$ cat config.mk
export PLATFORM = sky130hd
export DESIGN_NAME = vfo_video_fetch
export DESIGN_NICKNAME = d
export VERILOG_FILES = /design/src/hdl/vfo_pkg.sv /design/src/hdl/vfo_serial_line.sv /design/src/hdl/vfo_video_fetch.sv
export SDC_FILE = /design/constraint.sdc
export NUM_CORES = 1
export LEC_CHECK = 0
export ABC_AREA = 1
export BUFFER_PORTS_ARGS = -buffer_cell sky130_fd_sc_hd__buf_2
export CAP_MARGIN = 20
export CORE_MARGIN = 1.5
export CORE_UTILIZATION = 65
export DETAILED_ROUTE_END_ITERATION = 7
export GPL_TIMING_DRIVEN = 1
export PLACE_DENSITY = 0.89
export SLEW_MARGIN = 20
export SYNTH_ARGS = -nofsm -noshare
export SYNTH_HDL_FRONTEND = slang
export SYNTH_SLANG_ARGS = --single-unit
$ cat constraint.sdc
create_clock -name clk -period 3.39 [get_ports clk]
set_clock_uncertainty 0.1 [all_clocks]
set_input_delay 0.678 -clock clk [delete_from_list [all_inputs] [get_ports clk]]
set_output_delay 0.678 -clock clk [all_outputs]
set_load 0.02 [all_outputs]
$ cat src/hdl/vfo_pkg.sv
package vfo_pkg;
	// ----------------------------------------
	// register map (byte addresses)
	// ----------------------------------------
	localparam logic [7:0] ADDR_CONFIG = 8'h00;
	localparam logic [7:0] ADDR_TIMING = 8'h04;
	localparam logic [7:0] ADDR_FETCH_CTRL = 8'h08;
	localparam logic [7:0] ADDR_START = 8'h0C;
	localparam logic [7:0] ADDR_STATUS = 8'h10;
	localparam logic [7:0] ADDR_PEN = 8'h14;
	// ----------------------------------------
	// config fields
	// ----------------------------------------
	localparam int CFG_MODE_LSB = 0;
	localparam int CFG_PIN_LSB = 2;
	localparam int CFG_INTERLACE_BIT = 4;
	localparam int CFG_DBLH_BIT = 5;
	localparam int CFG_ROWTABLE_BIT = 6;
	localparam int CFG_ENABLE_BIT = 7;
	// ----------------------------------------
	// timing and fetch control fields
	// ----------------------------------------
	localparam int TIM_CHARS_LSB = 0;
	localparam int TIM_HTOT_LSB = 8;
	localparam int TIM_LINES_LSB = 16;
	localparam int TIM_ROWS_LSB = 21;
	localparam int TIM_VRET_LSB = 26;
	localparam int FC_BURST_LSB = 0;
	localparam int FC_DELAY_LSB = 8;
	localparam int FC_OFF_BIT = 16;
	localparam logic [31:0] TIMING_RESET = 32'h0C2B_5050;
	localparam logic [31:0] FETCH_RESET = 32'h0000_1008;
	localparam logic [7:0] HSYNC_WIDTH = 8'h08;
	localparam logic [7:0] EQ_WIDTH = 8'h04;
	localparam logic [2:0] SERIAL_SHORT = 3'h5;
	localparam logic [2:0] SERIAL_LONG = 3'h6;
	localparam logic [1:0] AXI_OKAY = 2'h0;
	localparam logic [1:0] AXI_SLVERR = 2'h2;

	typedef enum logic [1:0] {VFO_SINGLE, VFO_DOUBLE, VFO_REPEAT, VFO_NONE} vfo_mode_e;
	typedef enum logic [1:0] {VFO_PINS_PAR, VFO_PINS_SER, VFO_PINS_DMA, VFO_PINS_SYNC} vfo_pins_e;
	typedef enum {VFO_F_IDLE, VFO_F_REQ, VFO_F_ADDR, VFO_F_WRITE, VFO_F_GAP} vfo_fetch_e;

	typedef struct packed {
		logic [31:0] awaddr;
		logic awvalid;
		logic [31:0] wdata;
		logic [3:0] wstrb;
		logic wvalid;
		logic bready;
		logic [31:0] araddr;
		logic arvalid;
		logic rready;
	} vfo_axi_req_s;

	typedef struct packed {
		logic awready;
		logic wready;
		logic [1:0] bresp;
		logic bvalid;
		logic arready;
		logic [31:0] rdata;
		logic [1:0] rresp;
		logic rvalid;
	} vfo_axi_rsp_s;

	typedef struct packed {
		logic [3:0] pin;
		logic rowBoundary_n;
		logic [13:0] addr;
		logic addrOe_n;
	} vfo_pins_s;
endpackage

$ cat src/hdl/vfo_serial_line.sv
`timescale 1ns/1ps
// shifts the scan line count out lsb first inside a low gate window
module vfo_serial_line (
	// clock and reset
	input wire logic clk,
	input wire logic arst_n,
	// control
	input wire logic start,
	input wire logic extraShift,
	input wire logic [4:0] count,
	// serial outputs
	output logic gate_n,
	output logic bitOut
);
	import vfo_pkg::*;

	typedef struct packed {
		logic [2:0] left;
		logic [5:0] shreg;
		logic gate_n;
		logic bitOut;
	} vfo_ser_s;

	vfo_ser_s st_q, st_d;

	always_comb begin
		st_d = st_q;
		if (st_q.left != 3'h0) begin
			st_d.gate_n = 1'b0;
			st_d.bitOut = st_q.shreg[0];
			st_d.shreg = {1'b0, st_q.shreg[5:1]};
			st_d.left = st_q.left - 3'h1;
		end else begin
			st_d.gate_n = 1'b1;
			st_d.bitOut = 1'b0;
			if (start) begin
				// leading dummy bit so the last five shifted are the count
				st_d.left = extraShift ? SERIAL_LONG : SERIAL_SHORT;
				st_d.shreg = extraShift ? {count, 1'b0} : {1'b0, count};
			end
		end
	end

	always_ff @(posedge clk or negedge arst_n) begin
		if (!arst_n) begin
			st_q <= '{left: 3'h0, shreg: 6'h00, gate_n: 1'b1, bitOut: 1'b0};
		end else begin
			st_q <= st_d;
		end
	end

	assign gate_n = st_q.gate_n;
	assign bitOut = st_q.bitOut;
endmodule

$ cat src/hdl/vfo_video_fetch.sv
// Local design decisions: the AXI4-Lite slave port and the address map.
`timescale 1ns/1ps
module vfo_video_fetch (
	// clock and reset
	input wire logic clk,
	input wire logic arst_n,
	// register bus
	input wire vfo_pkg::vfo_axi_req_s axiReq,
	output vfo_pkg::vfo_axi_rsp_s axiRsp,
	// external pins
	input wire logic fetchGrant,
	input wire logic pointerStrobeIn,
	input wire logic addressFloat_n,
	output vfo_pkg::vfo_pins_s pins
);
	import vfo_pkg::*;

	typedef struct packed {
		vfo_axi_rsp_s rsp;
		logic awHave;
		logic wHave;
		logic [7:0] awAddr;
		logic [31:0] wData;
		logic [7:0] cfg;
		logic [31:0] timing;
		logic [31:0] fetchCtl;
		logic [13:0] startAddr;
		logic [7:0] col;
		logic [4:0] line;
		logic [4:0] row;
		logic [4:0] vline;
		logic vret;
		logic field;
		logic [13:0] rowBase;
		logic [13:0] nextBase;
		logic [7:0] fetched;
		logic [7:0] burst;
		logic [7:0] gap;
		vfo_fetch_e fst;
		logic req;
		logic wgate;
		logic [15:0] pen;
		logic [2:0] grantSync;
		logic [2:0] penSync;
		logic [1:0] floatSync;
		logic serStart;
		vfo_pins_s pins;
	} vfo_state_s;

	vfo_state_s s_q, s_d;
	logic serGate_n, serBit;

	function automatic logic addrHit(input logic [31:0] a, input logic [7:0] off);
		addrHit = (a[7:0] == off) && (a[31:8] == 24'h000000);
	endfunction

	vfo_serial_line u_serial (
		.clk(clk),
		.arst_n(arst_n),
		.start(s_q.serStart),
		.extraShift(s_q.cfg[CFG_INTERLACE_BIT] | s_q.cfg[CFG_DBLH_BIT]),
		.count(s_q.line),
		.gate_n(serGate_n),
		.bitOut(serBit)
	);

	logic [7:0] chars, htot, burstLen, gapLen;
	logic [4:0] lines, rows, vlines;
	logic grant, penRise, floatReq, lineEnd, inHret, rowTop, fetchOn, combined_sync_out;
	vfo_mode_e mode;
	vfo_pins_e pinSel;

	always_comb begin
		chars = s_q.timing[TIM_CHARS_LSB +: 8];
		htot = s_q.timing[TIM_HTOT_LSB +: 8];
		lines = s_q.timing[TIM_LINES_LSB +: 5];
		rows = s_q.timing[TIM_ROWS_LSB +: 5];
		vlines = s_q.timing[TIM_VRET_LSB +: 5];
		burstLen = s_q.fetchCtl[FC_BURST_LSB +: 8];
		gapLen = s_q.fetchCtl[FC_DELAY_LSB +: 8];
		mode = vfo_mode_e'(s_q.cfg[CFG_MODE_LSB +: 2]);
		pinSel = vfo_pins_e'(s_q.cfg[CFG_PIN_LSB +: 2]);
		grant = s_q.grantSync[1];
		penRise = s_q.penSync[1] & ~s_q.penSync[2];
		floatReq = ~s_q.floatSync[1];
		lineEnd = (s_q.col == htot);
		inHret = (s_q.col >= chars);
		rowTop = (s_q.line == 5'h00);
		// zero burst is the fetch-off setting too
		fetchOn = s_q.cfg[CFG_ENABLE_BIT] & ~s_q.fetchCtl[FC_OFF_BIT]
			& (burstLen != 8'h00) & (mode == VFO_DOUBLE);
		// ----------------------------------------
		// composite sync: hsync, or inverted serrations/equalizers in vret
		// ----------------------------------------
		if (s_q.vret && s_q.vline < 5'h03) begin
			combined_sync_out = (s_q.col < EQ_WIDTH) ||
				(s_q.field && s_q.col >= (htot >> 1) && s_q.col < (htot >> 1) + EQ_WIDTH);
		end else if (s_q.vret && s_q.vline < 5'h06) begin
			combined_sync_out = (s_q.col < (htot >> 1) - HSYNC_WIDTH) ||
				(s_q.col >= (htot >> 1) && s_q.col < htot - HSYNC_WIDTH);
		end else begin
			combined_sync_out = (s_q.col >= chars) && (s_q.col < chars + HSYNC_WIDTH);
		end
	end

	always_comb begin
		s_d = s_q;
		s_d.grantSync = {s_q.grantSync[1:0], fetchGrant};
		s_d.penSync = {s_q.penSync[1:0], pointerStrobeIn};
		s_d.floatSync = {s_q.floatSync[0], addressFloat_n};
		s_d.serStart = 1'b0;
		// ----------------------------------------
		// axi4-lite slave
		// ----------------------------------------
		if (axiReq.awvalid && s_q.rsp.awready) begin
			s_d.awHave = 1'b1;
			s_d.awAddr = axiReq.awaddr[7:0];
			s_d.rsp.awready = 1'b0;
			if (axiReq.awaddr[31:8] != 24'h000000) s_d.awAddr = 8'hFF;
		end
		if (axiReq.wvalid && s_q.rsp.wready) begin
			s_d.wHave = 1'b1;
			s_d.wData = axiReq.wdata;
			s_d.rsp.wready = 1'b0;
		end
		if (s_q.awHave && s_q.wHave && !s_q.rsp.bvalid) begin
			s_d.rsp.bvalid = 1'b1;
			s_d.rsp.bresp = AXI_OKAY;
			case (s_q.awAddr)
				ADDR_CONFIG: s_d.cfg = s_q.wData[7:0];
				ADDR_TIMING: s_d.timing = s_q.wData;
				ADDR_FETCH_CTRL: s_d.fetchCtl = s_q.wData;
				ADDR_START: s_d.startAddr = s_q.wData[13:0];
				ADDR_STATUS, ADDR_PEN: ;
				default: s_d.rsp.bresp = AXI_SLVERR;
			endcase
		end
		if (s_q.rsp.bvalid && axiReq.bready) begin
			s_d.rsp.bvalid = 1'b0;
			s_d.awHave = 1'b0;
			s_d.wHave = 1'b0;
			s_d.rsp.awready = 1'b1;
			s_d.rsp.wready = 1'b1;
		end
		if (axiReq.arvalid && s_q.rsp.arready) begin
			s_d.rsp.arready = 1'b0;
			s_d.rsp.rvalid = 1'b1;
			s_d.rsp.rresp = AXI_OKAY;
			if (addrHit(axiReq.araddr, ADDR_CONFIG)) s_d.rsp.rdata = {24'h000000, s_q.cfg};
			else if (addrHit(axiReq.araddr, ADDR_TIMING)) s_d.rsp.rdata = s_q.timing;
			else if (addrHit(axiReq.araddr, ADDR_FETCH_CTRL)) s_d.rsp.rdata = s_q.fetchCtl;
			else if (addrHit(axiReq.araddr, ADDR_START)) s_d.rsp.rdata = {18'h00000, s_q.startAddr};
			else if (addrHit(axiReq.araddr, ADDR_STATUS)) s_d.rsp.rdata =
				{12'h000, s_q.fetched, s_q.vret, s_q.req, s_q.row, s_q.line};
			else if (addrHit(axiReq.araddr, ADDR_PEN)) s_d.rsp.rdata = {16'h0000, s_q.pen};
			else begin
				s_d.rsp.rdata = 32'h00000000;
				s_d.rsp.rresp = AXI_SLVERR;
			end
		end
		if (s_q.rsp.rvalid && axiReq.rready) begin
			s_d.rsp.rvalid = 1'b0;
			s_d.rsp.arready = 1'b1;
		end
		// ----------------------------------------
		// raster counters
		// ----------------------------------------
		if (penRise) s_d.pen = {s_q.row, 3'h0, s_q.col};
		if (!s_q.cfg[CFG_ENABLE_BIT]) begin
			s_d.col = 8'h00;
		end else if (lineEnd) begin
			s_d.col = 8'h00;
			s_d.serStart = 1'b1;
			if (s_q.vret) begin
				s_d.line = s_q.line + 5'h01;
				s_d.vline = s_q.vline + 5'h01;
				if (s_q.vline == vlines) begin
					s_d.vret = 1'b0;
					s_d.vline = 5'h00;
					s_d.line = 5'h00;
					s_d.row = 5'h00;
					s_d.field = s_q.cfg[CFG_INTERLACE_BIT] & ~s_q.field;
					s_d.rowBase = s_q.startAddr;
					s_d.nextBase = s_q.startAddr;
				end
			end else if (s_q.line == lines) begin
				s_d.line = 5'h00;
				s_d.rowBase = s_q.rowBase + {6'h00, chars};
				if (s_q.row == rows) begin
					s_d.vret = 1'b1;
					s_d.line = 5'h00;
				end else begin
					s_d.row = s_q.row + 5'h01;
				end
			end else begin
				s_d.line = s_q.line + 5'h01;
			end
		end else begin
			s_d.col = s_q.col + 8'h01;
		end
		// ----------------------------------------
		// next-row fetch engine
		// ----------------------------------------
		if (lineEnd && rowTop && !s_q.vret) begin
			s_d.fetched = 8'h00;
			s_d.nextBase = s_q.rowBase + {6'h00, chars};
		end
		s_d.wgate = 1'b0;
		case (s_q.fst)
			VFO_F_IDLE: begin
				if (fetchOn && s_q.fetched != chars && !grant) begin
					s_d.req = 1'b1;
					s_d.fst = VFO_F_REQ;
					s_d.burst = 8'h00;
				end
			end
			VFO_F_REQ: begin
				if (grant) s_d.fst = VFO_F_ADDR;
			end
			VFO_F_ADDR: begin
				s_d.wgate = 1'b1;
				s_d.fst = VFO_F_WRITE;
			end
			VFO_F_WRITE: begin
				s_d.fetched = s_q.fetched + 8'h01;
				s_d.burst = s_q.burst + 8'h01;
				if (s_q.burst + 8'h01 == burstLen || s_q.fetched + 8'h01 == chars) begin
					s_d.req = 1'b0;
					s_d.gap = 8'h00;
					s_d.fst = VFO_F_GAP;
				end else begin
					s_d.fst = VFO_F_ADDR;
				end
			end
			VFO_F_GAP: begin
				s_d.gap = s_q.gap + 8'h01;
				if (s_q.gap >= gapLen) s_d.fst = VFO_F_IDLE;
			end
			default: s_d.fst = VFO_F_IDLE;
		endcase
		if (!fetchOn && s_q.fst == VFO_F_IDLE) s_d.req = 1'b0;
		// ----------------------------------------
		// video address and float
		// ----------------------------------------
		s_d.pins.addrOe_n = 1'b1;
		s_d.pins.addr = s_q.rowBase + {6'h00, s_q.col};
		case (mode)
			VFO_DOUBLE: begin
				s_d.pins.addr = s_q.nextBase + {6'h00, s_q.fetched};
				s_d.pins.addrOe_n = !(s_q.fst == VFO_F_ADDR || s_q.fst == VFO_F_WRITE);
			end
			VFO_SINGLE: s_d.pins.addrOe_n = !(rowTop && !s_q.vret && !inHret);
			VFO_REPEAT: begin
				// same base each line, so every line of the row replays
				s_d.pins.addrOe_n = s_q.vret || (inHret &&
					!(s_q.cfg[CFG_ROWTABLE_BIT] && s_q.line == lines));
			end
			default: s_d.pins.addrOe_n = 1'b1;
		endcase
		if (floatReq) s_d.pins.addrOe_n = 1'b1;
		s_d.pins.rowBoundary_n = !((rowTop || (s_q.vret && s_q.vline == 5'h00))
			&& s_q.cfg[CFG_ENABLE_BIT]);
		// ----------------------------------------
		// shared pin selection
		// ----------------------------------------
		case (pinSel)
			VFO_PINS_PAR: s_d.pins.pin = s_q.line[3:0];
			VFO_PINS_SER: s_d.pins.pin = {serBit, serGate_n, combined_sync_out, s_q.vret};
			VFO_PINS_DMA: s_d.pins.pin = {1'b0, 1'b0, s_q.wgate, s_q.req};
			VFO_PINS_SYNC: s_d.pins.pin = {1'b0, 1'b0, combined_sync_out, s_q.vret};
			default: s_d.pins.pin = 4'h0;
		endcase
	end

	always_ff @(posedge clk or negedge arst_n) begin
		if (!arst_n) begin
			s_q <= '0;
			s_q.rsp.awready <= 1'b1;
			s_q.rsp.wready <= 1'b1;
			s_q.rsp.arready <= 1'b1;
			s_q.timing <= TIMING_RESET;
			s_q.fetchCtl <= FETCH_RESET;
			s_q.fst <= VFO_F_IDLE;
			s_q.floatSync <= 2'h3;
			s_q.pins <= '{pin: 4'h0, rowBoundary_n: 1'b1, addr: 14'h0000, addrOe_n: 1'b1};
		end else begin
			s_q <= s_d;
		end
	end

	assign axiRsp = s_q.rsp;
	assign pins = s_q.pins;
endmodule

==> run metrics <==
fraction of the cycle the final worst path needs=about four fifths; number of vias after detailed routing=around 16000; average detailed-routed wire length per instance=19.5 microns; Total Negative Setup Slacks=0 ns; headroom to the max-slew limit=between 20% and 30%; share of cells above drive strength 1=roughly 14%; switching component of the power=between 3000 and 4000 uW; fin crit period=2.75 ns; setup repair after global routing missed its margin=false; # hold bufs at CTS=0; Layout fillers=1989; clock network fraction of total power=between 30 and 40%; number of cells produced by synthesis=~2200; CP Max Fanout=8; CTS H-Tree Depth=1; cell total after placement=between 2000 and 3000; Non-Filler Instances=about 2700; area of the die=~28000 sq um; Total Nets Final=around 2500; Total Routing Usage GR=37.7%; count of cell types in the netlist=between 60 and 70; Adder-Cell Fraction of Synth Area=6.58%; hold violation total from the final report=0; prevailing post-synth register cell=sky130_fd_sc_hd__dfrtp_1; Hold WC Path Type=in2async; Vias/cell=roughly 6.0; highest achievable clock rate=between 0.3 and 0.4 GHz; largest net degree at the start of global routing=85; transition time at the pin with the least slew margin=~1.0 ns; chip width=approximately 170 microns; fraction of synthesis flops using an asynchronous set or reset pin=between 90% and 100%; cell-internal power=6990 uW; biggest area consumer among synthesized cells=sky130_fd_sc_hd__dfrtp_1; height of the die=168 microns; Sw Share=32.2%; post-route antenna net violation count=0; outcome=finished clean; post-synthesis simple-gate area fraction=roughly 25%; number of core rows=60; I/O pin count=between 150 and 200; root buffer cell=sky130_fd_sc_hd__clkbuf_16; Resized cells post-CTS=0; count of routing violations after the opening detailed-route iteration=~1800; number of enable-type register cells in the synthesized netlist=0; Crit Path Class=reg2reg; vias in the first global route=about 15000; TritonCTS Buffers=30; leak pwr=between 0.009 and 0.01 uW; Compound-Gate Fraction of Synth Area=about an eighth; insertion delay of the later-clocked pin in the worst-skew pair=roughly 0.57 ns; area share of xor/xnor cells in the synthesized design=2.77%; DRT Pass-1 Iters=7; maximum buffer depth of the clock tree=3; detailed-route DRC error count=0; sum of net half-perimeters after detailed placement=approximately 40000 microns; Crit. End Element=register; multiplexer area fraction after synthesis=less than 1%; sequential cell fraction of total power=roughly 42%; initial cell density of the core=~66%; warning count from the yosys run=0; number of input and output port buffers inserted=164; number of buffers inserted to repair setup after CTS=0; number of max-cap violations=0; arrival time of the worst setup path=~3.2 ns; Mapped Area=17600 sq um; total overflow reported by the global router=0; sequential cell area fraction in the yosys report=42.8%; CTS tree=done; area share of the largest cell type after synthesis=between 30% and 40%; P per Cell Area=roughly 530 nW/um^2; P&R area growth vs syn=10.8%; logic gate share of total power=a little over a fifth; DRT Wirelength=approximately 52000 microns; sinks on the clock net=between 300 and 400; RD Place Congestion=between 1 and 1.5; global-route wire length before repair=82500 microns; initial antenna violation count=1; kind of launch point of the worst setup path=register; final core utilization=~73%; floorplan core area=about 27000 sq um; number of flip-flops and latches in the synthesized netlist=~300; WP data required=3.79 ns; number of max-slew violations in the final report=0; clock-pin transition on the worst setup and hold timing paths=around 0.07 ns; # setup viols final=0; main combinational cell family by area after synthesis=simple AND/OR/NAND/NOR gates; synth top area cells=sky130_fd_sc_hd__dfrtp_1 (40%), sky130_fd_sc_hd__nand2_1 (12%), sky130_fd_sc_hd__o21ai_0 (7.3%); maximum VDD drop=~0.44 mV; average cell area after synthesis=7.91 sq um
==> layout make-up <==
type / count / area, sq um / area share, %
Inverter: 258 / 968 / 4.96
Tap cell: 341 / 427 / 2.18
Timing Repair Buffer: 199 / 1140 / 5.85
Clock inverter: 11 / 223 / 1.14
Clock buffer: 44 / 883 / 4.52
Sequential cell: 301 / 7560 / 38.7
Antenna cell: 1 / 2.50 / 0.0128
Multi-Input combinational cell: 1540 / 8340 / 42.7
==> Yosys cell counts, types with 7 or more instances <==
cell and instances:
sky130_fd_sc_hd__clkbuf_1 44, sky130_fd_sc_hd__inv_1 248, sky130_fd_sc_hd__nor4_1 12, sky130_fd_sc_hd__o21ai_0 257, sky130_fd_sc_hd__nor2_2 11, sky130_fd_sc_hd__inv_2 9
sky130_fd_sc_hd__a21oi_1 61, sky130_fd_sc_hd__o211ai_1 9, sky130_fd_sc_hd__nor3_1 18, sky130_fd_sc_hd__a31oi_1 7, sky130_fd_sc_hd__o21ai_1 21, sky130_fd_sc_hd__xor2_1 37
sky130_fd_sc_hd__buf_2 17, sky130_fd_sc_hd__a22o_1 11, sky130_fd_sc_hd__nand3_1 145, sky130_fd_sc_hd__nor2_1 128, sky130_fd_sc_hd__buf_4 64, sky130_fd_sc_hd__nand4_1 52
sky130_fd_sc_hd__ha_1 88, sky130_fd_sc_hd__nand2_1 559, sky130_fd_sc_hd__or2_2 7, sky130_fd_sc_hd__xnor2_1 15, sky130_fd_sc_hd__o22ai_1 18, sky130_fd_sc_hd__dfstp_2 20
sky130_fd_sc_hd__dfrtp_1 281
==> cells by family (layout without fill, tap and decap cells) <==
| family | Yosys count | in the layout |
|---|---|---|
| AOI/OAI and AO/OA | 422 | 422 |
| buffers and inverters | 390 | 512 |
| DFF | 301 | 301 |
| muxes | 1 | 1 |
| other | 1 | 3 |
| and+or+nand+nor | 970 | 970 |
| xor gates and xnor gates | 54 | 54 |
| adders and majority gates | 91 | 91 |
==> critical path, cell delays in order, from the launching register on <==
cell	delay [ns]
sky130_fd_sc_hd__dfstp_2	0.67
sky130_fd_sc_hd__inv_1	0.18
sky130_fd_sc_hd__ha_1	0.26
sky130_fd_sc_hd__xnor2_1	0.20
sky130_fd_sc_hd__a21oi_1	0.06
sky130_fd_sc_hd__a31oi_1	0.16
sky130_fd_sc_hd__ha_1	0.25
sky130_fd_sc_hd__nand2_1	0.07
sky130_fd_sc_hd__o21ai_0	0.08
sky130_fd_sc_hd__a21oi_1	0.15
sky130_fd_sc_hd__nand2_1	0.08
sky130_fd_sc_hd__nand2_1	0.10
sky130_fd_sc_hd__nand2_1	0.07
sky130_fd_sc_hd__nand3_1	0.09
sky130_fd_sc_hd__nand2_1	0.07
sky130_fd_sc_hd__nand2_1	0.09
==> through the flow <==
| step | setup slack, ns | hold WS (ns) | area [sq um] | total power (uW) |
|---|---|---|---|---|
| global placement | 0.628 | 0.234 | 18400 | 6480 |
| detailed placement | 0.618 | 0.236 | 18400 | 6580 |
| global route | 0.501 | 0.0739 | 19500 | 10700 |
| CTS | 0.686 | 0.0482 | 19500 | 10300 |
| floorplan | 1.17 | 0.231 | 17600 | 5830 |
| finish | 0.638 | 0.0248 | 19500 | 10300 |
==> cells in the final DEF (no fill, tap or decap), types with 12 or more instances in the layout <==
master and instances:
sky130_fd_sc_hd__o21ai_0 257, sky130_fd_sc_hd__buf_4 31, sky130_fd_sc_hd__ha_1 88, sky130_fd_sc_hd__o21ai_1 21, sky130_fd_sc_hd__nand4_1 52, sky130_fd_sc_hd__xor2_1 37, sky130_fd_sc_hd__nor4_1 12, sky130_fd_sc_hd__nor3_1 18
sky130_fd_sc_hd__dfstp_2 20, sky130_fd_sc_hd__xnor2_1 15, sky130_fd_sc_hd__nor2_1 128, sky130_fd_sc_hd__nand2_1 557, sky130_fd_sc_hd__clkbuf_16 30, sky130_fd_sc_hd__inv_1 248, sky130_fd_sc_hd__buf_2 163, sky130_fd_sc_hd__o22ai_1 18
sky130_fd_sc_hd__nand3_1 145, sky130_fd_sc_hd__a21oi_1 61, sky130_fd_sc_hd__dfrtp_1 281
==> routing by layer <==
metal  global-route usage, %  vias up  wire [microns]
li1                        -     7502               -
met4                    18.8        0            2860
met3                    4.94      182            4220
met5                       0        -               0
met2                    61.7      860           24400
met1                    49.6     7645           21000
==> registers in the layout (all words and copies together), names as in the netlist <==
name             cells
pins                20
htot                 8
u_serial.bitOut      1
rows                 5
u_serial.gate_n      1
s_q                180
chars                8
grant                1
burstLen             8
pinSel               2
gapLen               8
mode                 2
lines                5
axiRsp              39
u_serial.st_q        9
s_d                  4
==> power groups by stage <==
| stage | logic, uW | registers [uW] | clock network [uW] |
|---|---|---|---|
| after global placement | 2120 | 4360 | 0 |
| after global routing | 2510 | 4380 | 3840 |
| after floorplan | 1540 | 4290 | 0 |
| after detailed placement | 2200 | 4380 | 0 |
| final | 2270 | 4340 | 3700 |
| after CTS | 2230 | 4330 | 3710 |
==> path summary, 6_finish.rpt <==
| check | from | end | slack (ns) | depth (start not counted) |
|---|---|---|---|---|
| worst max register to register | htot[4]$_DFFE_PN1P_ | pins[17]$_DFF_PN0_ | 0.64 | 15 |
| worst max-delay path | htot[4]$_DFFE_PN1P_ | pins[17]$_DFF_PN0_ | 0.64 | 15 |
| max in group asynchronous | arst_n | s_q[22]$_DFF_PN1_ | 2.30 | 2 |
| worst min register to register | s_d[24]$_DFF_PN0_ | s_d[25]$_DFF_PN0_ | 0.25 | 0 |
| min in group clk | addressFloat_n | s_d[22]$_DFF_PN1_ | 0.11 | 1 |
| worst min-delay path | arst_n | pins[6]$_DFF_PN0_ | 0.02 | 1 |
Note: power is estimated with default switching activity, not from simulation.
